### config.mk
export PLATFORM = sky130hd
export DESIGN_NAME = gcid_regs
export DESIGN_NICKNAME = d
export VERILOG_FILES = /design/src/core/gcid_pkg.sv /design/src/core/gcid_regs.sv
export SDC_FILE = /design/constraint.sdc
export NUM_CORES = 1
export LEC_CHECK = 0
export BUFFER_PORTS_ARGS = -buffer_cell sky130_fd_sc_hd__buf_2
export CAP_MARGIN = 20
export CORE_ASPECT_RATIO = 1.1
export CORE_MARGIN = 2
export CORE_UTILIZATION = 35
export DETAILED_ROUTE_END_ITERATION = 8
export PLACE_DENSITY = 0.69
export SYNTH_ARGS = -nofsm -noshare
export SYNTH_HDL_FRONTEND = slang
export SYNTH_SLANG_ARGS = --single-unit
### constraint.sdc
create_clock -name mclk -period 2 [get_ports mclk]
set_input_delay 0.2 -clock mclk [delete_from_list [all_inputs] [get_ports mclk]]
set_output_delay 0.2 -clock mclk [all_outputs]
set_load 0.005 [all_outputs]
### src/core/gcid_pkg.sv
package gcid_pkg;

	// serial word layout
	localparam int          GCID_WORD_W     = 16;
	localparam int          GCID_WR_BIT     = 15;
	localparam int          GCID_ADDR_HI    = 14;
	localparam int          GCID_ADDR_LO    = 8;
	localparam int          GCID_BYTE_HI    = 7;
	localparam logic [4:0]  GCID_FRAME_BITS = 5'h10;

	// byte addresses
	localparam logic [6:0]  GCID_A_CMD_LO   = 7'h68;
	localparam logic [6:0]  GCID_A_CMD_HI   = 7'h69;
	localparam logic [6:0]  GCID_A_FWREV    = 7'h6C;
	localparam logic [6:0]  GCID_A_DATE     = 7'h6E;
	localparam logic [6:0]  GCID_A_YEAR     = 7'h70;
	localparam logic [6:0]  GCID_A_PROD     = 7'h72;
	localparam logic [6:0]  GCID_A_SERIAL   = 7'h74;
	localparam logic [6:0]  GCID_A_SCR_A    = 7'h76;
	localparam logic [6:0]  GCID_A_SCR_B    = 7'h78;
	localparam logic [6:0]  GCID_A_SCR_C    = 7'h7A;
	localparam logic [6:0]  GCID_A_FCNT_LO  = 7'h7C;
	localparam logic [6:0]  GCID_A_FCNT_HI  = 7'h7E;

	// diagnostic flag positions
	localparam int          GCID_DIAG_BACKUP = 2;
	localparam int          GCID_DIAG_SELF   = 5;
	localparam int          GCID_DIAG_CRC    = 6;

	// reset values and the flash count increment
	localparam logic [15:0] GCID_ZERO16     = 16'h0000;
	localparam logic [7:0]  GCID_ZERO8      = 8'h00;
	localparam logic [6:0]  GCID_ZERO7      = 7'h00;
	localparam logic [4:0]  GCID_ZERO5      = 5'h00;
	localparam logic [31:0] GCID_ONE32      = 32'h0000_0001;

	// one bit per trigger, msb is trigger bit 7
	typedef struct packed {
		logic sw_reset;
		logic spare;
		logic fifo_flush;
		logic crc_test;
		logic flash_backup;
		logic self_test;
		logic factory_restore;
		logic bias_update;
	} gcid_func_t;

	localparam gcid_func_t  GCID_FUNC_NONE  = 8'h00;
	localparam gcid_func_t  GCID_FUNC_VALID = 8'hBF;

	// values held by the flash image, presented by the loader
	typedef struct packed {
		logic [15:0] fw_version;
		logic [15:0] cal_date;
		logic [15:0] cal_year;
		logic [15:0] product_id;
		logic [15:0] serial;
		logic [31:0] flash_count;
		logic [15:0] scr_a;
		logic [15:0] scr_b;
		logic [15:0] scr_c;
	} gcid_ident_t;

	typedef struct packed {
		logic [15:0] scr_a;
		logic [15:0] scr_b;
		logic [15:0] scr_c;
	} gcid_scratch_t;

	localparam gcid_scratch_t GCID_SCR_ZERO = 48'h0000_0000_0000;

	typedef enum logic [1:0] {
		GCID_SPI_IDLE  = 2'b00,
		GCID_SPI_SHIFT = 2'b01,
		GCID_SPI_END   = 2'b11
	} gcid_spi_st_t;

endpackage : gcid_pkg

### src/core/gcid_regs.sv
`timescale 1ns/1ps
module gcid_regs (
	// clock and reset
	input  wire logic                    mclk,
	input  wire logic                    rst_n,
	// serial pins from the host
	input  wire logic                    sclk,
	input  wire logic                    cs_n,
	input  wire logic                    din,
	output logic                         dout,
	// flash image and datapath
	input  gcid_pkg::gcid_ident_t        ident,
	input  wire logic                    sample_ready_in,
	output logic                         sample_ready_out,
	output logic                         data_halt,
	// function engines
	output gcid_pkg::gcid_func_t         func_start,
	input  gcid_pkg::gcid_func_t         func_done,
	input  gcid_pkg::gcid_func_t         func_fail,
	output gcid_pkg::gcid_func_t         func_busy,
	// state handed to the backup engine and status
	output gcid_pkg::gcid_scratch_t      scratch,
	output logic [15:0]                  diagnostic_flags
);
	import gcid_pkg::*;

	function automatic logic [15:0] lane_write(input logic [15:0] old_v, input logic hi,
		input logic [7:0] b);
		lane_write = hi ? {b, old_v[GCID_BYTE_HI:0]} : {old_v[15:GCID_BYTE_HI+1], b};
	endfunction : lane_write

	// registers are word wide; bit 0 of the byte address only picks the lane
	function automatic logic [6:0] word_of(input logic [6:0] a);
		word_of = {a[6:1], 1'b0};
	endfunction : word_of

	// functions still running once this cycle's completions are taken out
	function automatic gcid_func_t busy_left(input gcid_func_t busy, input gcid_func_t done);
		busy_left = busy & ~done;
	endfunction : busy_left

	// flash work owns the whole device: serial port and datapath both stop
	function automatic logic flash_work(input gcid_func_t busy);
		flash_work = busy.flash_backup | busy.factory_restore;
	endfunction : flash_work

	// pin synchronisers; only stage two and three feed logic
	// limitation: each sclk phase must last at least one mclk period,
	// otherwise an edge is lost between two samples and the frame is dropped
	logic         sclk_s1_r, sclk_s2_r, sclk_s3_r;
	logic         cs_s1_r, cs_s2_r, cs_s3_r;
	logic         din_s1_r, din_s2_r;

	always_ff @(posedge mclk)
	begin
		if (!rst_n)
		begin
			sclk_s1_r <= 1'b1;
			sclk_s2_r <= 1'b1;
			sclk_s3_r <= 1'b1;
			cs_s1_r   <= 1'b1;
			cs_s2_r   <= 1'b1;
			cs_s3_r   <= 1'b1;
			din_s1_r  <= 1'b0;
			din_s2_r  <= 1'b0;
		end
		else
		begin
			sclk_s1_r <= sclk;
			sclk_s2_r <= sclk_s1_r;
			sclk_s3_r <= sclk_s2_r;
			cs_s1_r   <= cs_n;
			cs_s2_r   <= cs_s1_r;
			cs_s3_r   <= cs_s2_r;
			din_s1_r  <= din;
			din_s2_r  <= din_s1_r;
		end
	end

	logic sclk_rise, sclk_fall, cs_fall, cs_rise;
	assign sclk_rise = sclk_s2_r & ~sclk_s3_r;
	assign sclk_fall = ~sclk_s2_r & sclk_s3_r;
	assign cs_fall   = ~cs_s2_r & cs_s3_r;
	assign cs_rise   = cs_s2_r & ~cs_s3_r;

	// control state
	gcid_func_t    busy_r, busy_nxt;
	gcid_func_t    start_r, start_nxt;
	logic [7:0]    cmd_lo_r, cmd_lo_nxt;
	logic [6:0]    rd_addr_r, rd_addr_nxt;
	gcid_scratch_t scr_r, scr_nxt;
	logic [31:0]   fcnt_r, fcnt_nxt;
	logic [15:0]   diag_r, diag_nxt;
	logic          ready_r, ready_nxt;
	logic          halt_r, halt_nxt;
	logic          quiet;

	// serial state
	gcid_spi_st_t  st_r, st_nxt;
	logic [15:0]   rx_r, rx_nxt;
	logic [15:0]   tx_r, tx_nxt;
	logic [4:0]    cnt_r, cnt_nxt;
	logic          dout_r, dout_nxt;
	logic          wv_r, wv_nxt;
	logic [15:0]   word_r, word_nxt;
	logic [15:0]   rd_data;

	// backup or restore silences the port
	assign quiet = flash_work(busy_r);

	// readback of the word addressed by the previous read frame
	always_comb
	begin
		rd_data = GCID_ZERO16;
		unique case (rd_addr_r)
			GCID_A_FWREV:   rd_data = ident.fw_version;
			GCID_A_DATE:    rd_data = ident.cal_date;
			GCID_A_YEAR:    rd_data = ident.cal_year;
			GCID_A_PROD:    rd_data = ident.product_id;
			GCID_A_SERIAL:  rd_data = ident.serial;
			GCID_A_SCR_A:   rd_data = scr_r.scr_a;
			GCID_A_SCR_B:   rd_data = scr_r.scr_b;
			GCID_A_SCR_C:   rd_data = scr_r.scr_c;
			GCID_A_FCNT_LO: rd_data = fcnt_r[15:0];
			GCID_A_FCNT_HI: rd_data = fcnt_r[31:16];
			// trigger word and unmapped words read zero
			default:        rd_data = GCID_ZERO16;
		endcase
	end

	// mode 3 framing: sample on rising edge, launch on falling edge
	always_comb
	begin
		st_nxt   = st_r;
		rx_nxt   = rx_r;
		tx_nxt   = tx_r;
		cnt_nxt  = cnt_r;
		dout_nxt = dout_r;
		wv_nxt   = 1'b0;
		word_nxt = word_r;
		unique case (st_r)
			GCID_SPI_IDLE:
			begin
				if (cs_fall)
				begin
					st_nxt   = GCID_SPI_SHIFT;
					cnt_nxt  = GCID_ZERO5;
					// no answer while flash is being written
					tx_nxt   = quiet ? GCID_ZERO16 : rd_data;
					dout_nxt = quiet ? 1'b0 : rd_data[GCID_WORD_W-1];
				end
			end
			GCID_SPI_SHIFT:
			begin
				if (sclk_rise && cnt_r < GCID_FRAME_BITS)
				begin
					rx_nxt  = {rx_r[GCID_WORD_W-2:0], din_s2_r};
					cnt_nxt = cnt_r + 5'h01;
				end
				// the first falling edge launches bit 15, already on the pin
				if (sclk_fall && cnt_r != GCID_ZERO5)
				begin
					tx_nxt   = {tx_r[GCID_WORD_W-2:0], 1'b0};
					dout_nxt = tx_r[GCID_WORD_W-2];
				end
				if (cs_rise)
					st_nxt = GCID_SPI_END;
			end
			GCID_SPI_END:
			begin
				st_nxt   = GCID_SPI_IDLE;
				dout_nxt = 1'b0;
				// frames during backup or restore are dropped
				// otherwise every full frame is served
				if (cnt_r == GCID_FRAME_BITS && !quiet)
				begin
					wv_nxt   = 1'b1;
					word_nxt = rx_r;
				end
			end
			default:
				st_nxt = GCID_SPI_IDLE;
		endcase
	end

	always_ff @(posedge mclk)
	begin
		if (!rst_n)
		begin
			st_r   <= GCID_SPI_IDLE;
			rx_r   <= GCID_ZERO16;
			tx_r   <= GCID_ZERO16;
			cnt_r  <= GCID_ZERO5;
			dout_r <= 1'b0;
			wv_r   <= 1'b0;
			word_r <= GCID_ZERO16;
		end
		else
		begin
			st_r   <= st_nxt;
			rx_r   <= rx_nxt;
			tx_r   <= tx_nxt;
			cnt_r  <= cnt_nxt;
			dout_r <= dout_nxt;
			wv_r   <= wv_nxt;
			word_r <= word_nxt;
		end
	end

	// command decode, busy tracking and status
	always_comb
	begin
		logic [6:0] addr;
		logic [7:0] data;
		gcid_func_t req;
		addr        = word_r[GCID_ADDR_HI:GCID_ADDR_LO];
		data        = word_r[GCID_BYTE_HI:0];
		req         = GCID_FUNC_NONE;
		cmd_lo_nxt  = cmd_lo_r;
		rd_addr_nxt = rd_addr_r;
		scr_nxt     = scr_r;
		fcnt_nxt    = fcnt_r;
		diag_nxt    = diag_r;
		if (wv_r)
		begin
			if (word_r[GCID_WR_BIT])
			begin
				unique case (word_of(addr))
					GCID_A_CMD_LO:
					begin
						// the low byte waits for the high-byte write
						if (!addr[0])
							cmd_lo_nxt = data;
						// high-byte write fires the staged trigger bits
						// 0x80 staged then 0x00 fires software reset
						else
							req = gcid_func_t'(cmd_lo_r) & GCID_FUNC_VALID;
					end
					GCID_A_SCR_A: scr_nxt.scr_a = lane_write(scr_r.scr_a, addr[0], data);
					GCID_A_SCR_B: scr_nxt.scr_b = lane_write(scr_r.scr_b, addr[0], data);
					GCID_A_SCR_C: scr_nxt.scr_c = lane_write(scr_r.scr_c, addr[0], data);
					default: ;
				endcase
			end
			// the address is kept until the next read frame replaces it
			else
				rd_addr_nxt = word_of(addr);
		end
		// a finished restore launches a backup
		if (func_done.factory_restore)
			req.flash_backup = 1'b1;
		// one-shot: requests for a function already running are dropped
		start_nxt = req & ~busy_left(busy_r, func_done);
		busy_nxt  = busy_left(busy_r, func_done) | start_nxt;
		if (func_done.crc_test)
			diag_nxt[GCID_DIAG_CRC] = func_fail.crc_test;
		if (func_done.self_test)
			diag_nxt[GCID_DIAG_SELF] = func_fail.self_test;
		// backup outcome, each backup is one flash write
		// a failed backup still wore the flash, so it is counted too
		if (func_done.flash_backup)
		begin
			diag_nxt[GCID_DIAG_BACKUP] = func_fail.flash_backup;
			fcnt_nxt = fcnt_r + GCID_ONE32;
		end
	end

	// halt data and ready pulses for the whole backup or restore span
	always_comb
	begin
		halt_nxt  = flash_work(busy_nxt);
		// a ready pulse that meets the start of flash work is dropped, not delayed
		ready_nxt = sample_ready_in & ~halt_nxt;
	end

	always_ff @(posedge mclk)
	begin
		if (!rst_n)
		begin
			ready_r <= 1'b0;
			halt_r  <= 1'b0;
		end
		else
		begin
			ready_r <= ready_nxt;
			halt_r  <= halt_nxt;
		end
	end

	// flash image is taken at reset, so scratch and count survive power cycles
	always_ff @(posedge mclk)
	begin
		if (!rst_n)
		begin
			busy_r    <= GCID_FUNC_NONE;
			start_r   <= GCID_FUNC_NONE;
			cmd_lo_r  <= GCID_ZERO8;
			rd_addr_r <= GCID_ZERO7;
			scr_r     <= '{scr_a: ident.scr_a, scr_b: ident.scr_b, scr_c: ident.scr_c};
			fcnt_r    <= ident.flash_count;
			diag_r    <= GCID_ZERO16;
		end
		else
		begin
			busy_r    <= busy_nxt;
			start_r   <= start_nxt;
			cmd_lo_r  <= cmd_lo_nxt;
			rd_addr_r <= rd_addr_nxt;
			scr_r     <= scr_nxt;
			fcnt_r    <= fcnt_nxt;
			diag_r    <= diag_nxt;
		end
	end

	assign dout             = dout_r;
	assign sample_ready_out = ready_r;
	assign data_halt        = halt_r;
	assign func_start       = start_r;
	assign func_busy        = busy_r;
	assign scratch          = scr_r;
	assign diagnostic_flags = diag_r;

endmodule : gcid_regs

# After elaboration in Yosys (flattened, before gate mapping)

Cells that the tools add are included.

Register bits: 179
Bits of input ports: 182
Output and inout port bits: 83

Add/subtract/negate cells: 2
$lt $le $gt $ge: 1
Eq/ne operators: 29
Multiplexer cells: 30
Bitwise gates (word level): 19
Reductions and logical operators: 23

Operator list:

| cell                                                            | number |
|---|---|
| 16-bit case mux with 10 select lines                            | 1 |
| 48-bit 2-to-1 mux                                               | 3 |
| 6-bit == test, second input constant                            | 14 |
| 16-bit 2-to-1 mux                                               | 4 |
| 32-bit 2-to-1 mux                                               | 2 |
| 15-bit 2-to-1 mux                                               | 3 |
| 32-bit by 1-bit adder with 32-bit output, second input constant | 1 |
| 8-bit 2-to-1 mux                                                | 4 |
| 15-bit case mux with 2 select lines                             | 1 |
| 4-bit AND reduction                                             | 7 |
| 8-bit AND                                                       | 2 |
| 8-bit inverter                                                  | 2 |
| 2-bit by 1-bit != test with 1-bit output, second input constant | 7 |
| 5-bit 2-to-1 mux                                                | 2 |
| 2-bit != test, second input constant                            | 5 |
| 5-bit case mux with 2 select lines                              | 1 |
| 2-bit AND reduction                                             | 5 |
| 3-bit AND reduction                                             | 3 |
| 8-bit bitwise OR                                                | 1 |
| 1-bit inverter                                                  | 7 |
| 5-bit by 1-bit adder with 5-bit output, second input constant   | 1 |
| 1-bit AND                                                       | 5 |
| 5-bit == test, second input constant                            | 1 |
| 5-bit < comparator, second input constant                       | 1 |
| other kinds (13)                                                | 21 |

# Depth between registers and ports, before layout

Word-level depth: 10
Gate-level depth with buffers: 9

# Worst setup path before layout

Ideal clock, no wire load.

Kind: reg-to-reg
Start point: reg word_r[13]
End point: reg scr_r, in the netlist scratch[32] (enable)
Library setup time: 384 ps
Arrival: 1,460 ps
Data required time: 1,616 ps
Path slack: 156 ps
Cell stages (with the launch flop): 4
Period minus slack after synthesis: 1,844 ps
Cells stage by stage: dfxtp_1 nand4_1 or3_1 o21ai_0

Cells in the longest elaborated chain, start to end: 3

Ends and longest elaborated chain:

| element                                                   | RTL line         | text |
|---|---|---|
| from (decl)                                               | gcid_regs.sv:105 | `logic [15:0] word_r, word_nxt;` |
| from (signal assigned)                                    | gcid_regs.sv:206 | `word_r <= word_nxt;` |
| 6-bit == test                                             | gcid_regs.sv:228 | `unique case (word_of(addr))` |
| 2-bit by 1-bit != test with 1-bit output (no source line) | --               |  |
| 4-bit AND reduction (no source line)                      | --               |  |
| to (signal assigned)                                      | gcid_regs.sv:299 | `scr_r <= '{scr_a: ident.scr_a, scr_b: ident.scr_b, scr_c: ident.scr_c};` |
| to (signal assigned)                                      | gcid_regs.sv:309 | `scr_r <= scr_nxt;` |
| to (decl)                                                 | gcid_regs.sv:91  | `gcid_scratch_t scr_r, scr_nxt;` |

Every way passes these cells.
A chain may end at the register's enable or synchronous reset.

# Final worst setup path

Start point: reg cnt_r[1]
End point: reg tx_r[2]

Cells in the longest elaborated chain, start to end: 4

Ends and longest elaborated chain:

| element                              | RTL line         | text |
|---|---|---|
| from (decl)                          | gcid_regs.sv:102 | `logic [4:0] cnt_r, cnt_nxt;` |
| from (signal assigned)               | gcid_regs.sv:203 | `cnt_r <= cnt_nxt;` |
| 5-bit nonzero test                   | gcid_regs.sv:161 | `if (sclk_fall && cnt_r != GCID_ZERO5)` |
| 1-bit logical AND                    | gcid_regs.sv:161 |  |
| 2-bit != test (no source line)       | --               |  |
| 3-bit AND reduction (no source line) | --               |  |
| to (signal assigned)                 | gcid_regs.sv:202 | `tx_r <= tx_nxt;` |
| to (decl)                            | gcid_regs.sv:101 | `logic [15:0] tx_r, tx_nxt;` |

Every way passes these cells.

==> results.yml <==
yosys:
  synthXorXnorAreaFrac_pct: 3.05
  synth.distinct_cells: 68
  yosysWarnings: 0
  synthMuxAreaShare_pct: 7.40
  ys_top_cells_by_count: "127 x nand2_1, 101 x nor2_1, 97 x dfxtp_1, 80 x edfxtp_1, 61 x inv_1"
  synth_compound_area_share_pct: 13.3
  synth.largest_area_cell: "edfxtp_1"
  synthAdderAreaFrac_pct: 0.817
  syn_inst: 1001
  synth_top_area_share_pct: 26.2
  yosys.area_share.simple_pct: 21.3
  synth_top_family_by_area: "simple AND/OR/NAND/NOR gates"
  ys.flop_type: "dfxtp_1"
  synthTopCellsByArea: "edfxtp_1 26%, dfxtp_1 21%, mux2i_1 6.5%"
  synth_edf_count: 80
  ys_seq_area_share_pct: 47.3
  avgSynthCellArea_um2: 9.17
  synth_most_common_cell: "nand2_1"
  ys_ff_latch: 177
  ys_async_sr_fraction_pct: 0
  synth_area_mm2: 0.00918
global_routing:
  track_usage_pct: 23.2
  grt_max_degree: 91
  grt_pass1_wl_um: 47400
  antenna_found_initial: 4
  grt-ovfl-total: 0
  grt_pass1_vias: 8343
timing:
  tightestPinTransition_ns: 0.661
  finClkSkew_ns: 0.0176
  slew_headroom_pct: 55.8
  setup_slack_ns: 0.0365
  maxSlewViolCount: 0
  hold_viol_final: 0
  fmax_mhz: 509
  rsz0062_at_grt: "yes"
  setup_viol: 0
  fin_crit_ns: 1.96
  period_share_pct: 98.2
finish:
  nets: 1481
  fillCellCount: 2500
  drive_gt1_share_pct: 29.9
  layout.cells.non_filler: 1659
  area_growth_pct: 30.5
hold_path:
  whs_path_depth: 3
  hold_path.class: "in2reg"
cts:
  insertion_delay_ns: 0.46
  cts_num_sinks: 177
  cts-root-buf: "clkbuf_16"
  htree_levels: 4
  numCtsBuffers: 17
  clockBufferDepth: 2
  path_clk_slew_ns: 0.08
  cts_tree: "done"
pwr:
  power.leakage_nw: 5.08
  powerDensity_mw_per_mm2: 718
  ir_drop_uv: 505
placed_design:
  place_ws_ns: 0.0152
  placed_cells: 1610
  place.gp.congestion: 0.958
  place_hpwl_um: 25300
  port_buffers: 245
die:
  row_count: 62
  io_pins: 265
  die_y_um: 174
  start_util_pct: 35.3
  core_mm2: 0.0260
  die_x_um: 158
  die_area_mm2: 0.0276
job:
  drv_cap: 0
drt:
  drc: 0
  vias: 8620
  drtAntennaViolNets: 0
  drt_iter0_markers: 852
  viasPerCell: 5.20
  avgRoutedWirePerCell_um: 19.6
  routed_wl_um: 32600
  firstDrtPassIters: 7
setup_path:
  critPathArrivalTime_ns: 2.31
  r2r_cells: 9
  required_ns: 2.35
  critPathKind: "reg2reg"
  crit_path_end_kind: "register"
  critPathMaxFanout: 16
  start_kind: "register"
  r2r_setup_slack_ns: 0.04
status:
  status: "finished clean"
cells by family after synthesis:
logic type / Yosys count
simple gates: 390
compound gates: 195
flops: 177
buf+inv: 133
mux: 67
xor+xnor: 32
fa+ha+maj: 6
other cells: 1
critical path, cell delays in order, from the launching register on:
cell and delay (ns):
dfxtp_1 0.34, inv_1 0.07, ha_1 0.12, nor3b_1 0.27
a211o_1 0.25, a21oi_4 0.09, buf_4 0.15, clkbuf_16 0.17
or2_2 0.27, o2111a_1 0.12
metal layers:
layer / GRT usage [%] / vias to the layer above / wire, um
li1: - / 4091 / -
met1: 29.3 / 4001 / 12700
met2: 39.0 / 461 / 15800
met3: 5.19 / 61 / 3210
met4: 7.77 / 6 / 850
met5: 0 / - / 25
through the flow:
step | setup TNS (ns) | power [mW] | util (%) | hold WS [ns] | cell area (um2)
6_report | 0 | 8.60 | 46.1 | 0.0439 | 12000
5_1_grt | -0.0841 | 8.86 | 46.1 | 0.0484 | 12000
4_1_cts | 0 | 8.61 | 45.8 | 0.0393 | 11900
3_5_place_dp | 0 | 5.04 | 42.8 | 0.363 | 11100
3_3_place_gp | 0 | 5.02 | 42.8 | 0.356 | 11100
2_1_floorplan | 0 | 4.54 | - | 0.272 | 9230
power breakdown:
group          switching [mW]  internal [mW]  total [mW]
Clock                    1.82           1.77        3.59
Combinational           0.497          0.419       0.916
Sequential              0.144           3.95        4.10
sequential cells by signal, indices dropped and copies added, names as in the netlist, 2 cells and up:
register	cells
scratch	48
fcnt_r	32
rx_r	16
word_r	16
tx_r	15
func_busy	8
cmd_lo_r	7
func_start	7
rd_addr_r	6
cnt_r	5
diagnostic_flags	3
st_r	2
layout make-up:
| cell class | instances | area (um2) | area share [%] |
|---|---|---|---|
| multi-input cells | 704 | 4310 | 35.9 |
| diodes | 1 | 2.50 | 0.0209 |
| inverters | 62 | 233 | 1.94 |
| flip-flops and latches | 177 | 4350 | 36.3 |
| repair buffers | 331 | 2010 | 16.8 |
| clock inverters | 15 | 214 | 1.79 |
| clock buffers | 17 | 425 | 3.55 |
| well taps | 352 | 440 | 3.68 |
what timing repair did:
action,CTS,global route
endpoints found under the setup margin,1,14
hold buffers,14,0
gates resized for setup,1,14
gates cloned,0,1
endpoints found under the hold margin,17,0
pin swaps,0,2
setup buffers,0,1
path summary, 6_finish.rpt:
kind / start / endpoint
worst max register to register: cnt_r[1] / tx_r[2]
worst min-delay path: ident[48] / fcnt_r[0]
worst min register to register: sclk_s1_r / sclk_s2_r
worst max-delay path: cnt_r[1] / tx_r[2]
cells in the final DEF (no fill, tap or decap), types with 4 or more instances in the layout:
cell             n
buf_2          244
nand2_1        127
nor2_1          99
dfxtp_1         95
edfxtp_1        80
buf_4           65
inv_1           61
o21ai_0         60
a21oi_1         59
mux2i_1         58
nor3_1          32
nand3_1         30
a22oi_1         25
xnor2_1         22
clkbuf_16       18
and3_1          14
nand2b_1        14
conb_1          14
dlygate4sd3_1   14
nand4_1         13
xor2_1          10
and4_1           9
and2_1           8
nor2b_1          8
mux2_2           7
a21boi_0         7
inv_12           7
buf_12           7
o22ai_1          6
nor4_2           5
ha_1             5
o31ai_1          4
a222oi_1         4
a2111oi_1        4
or2_2            4
o2111a_1         4
Power figures use the tool's default switching activity.
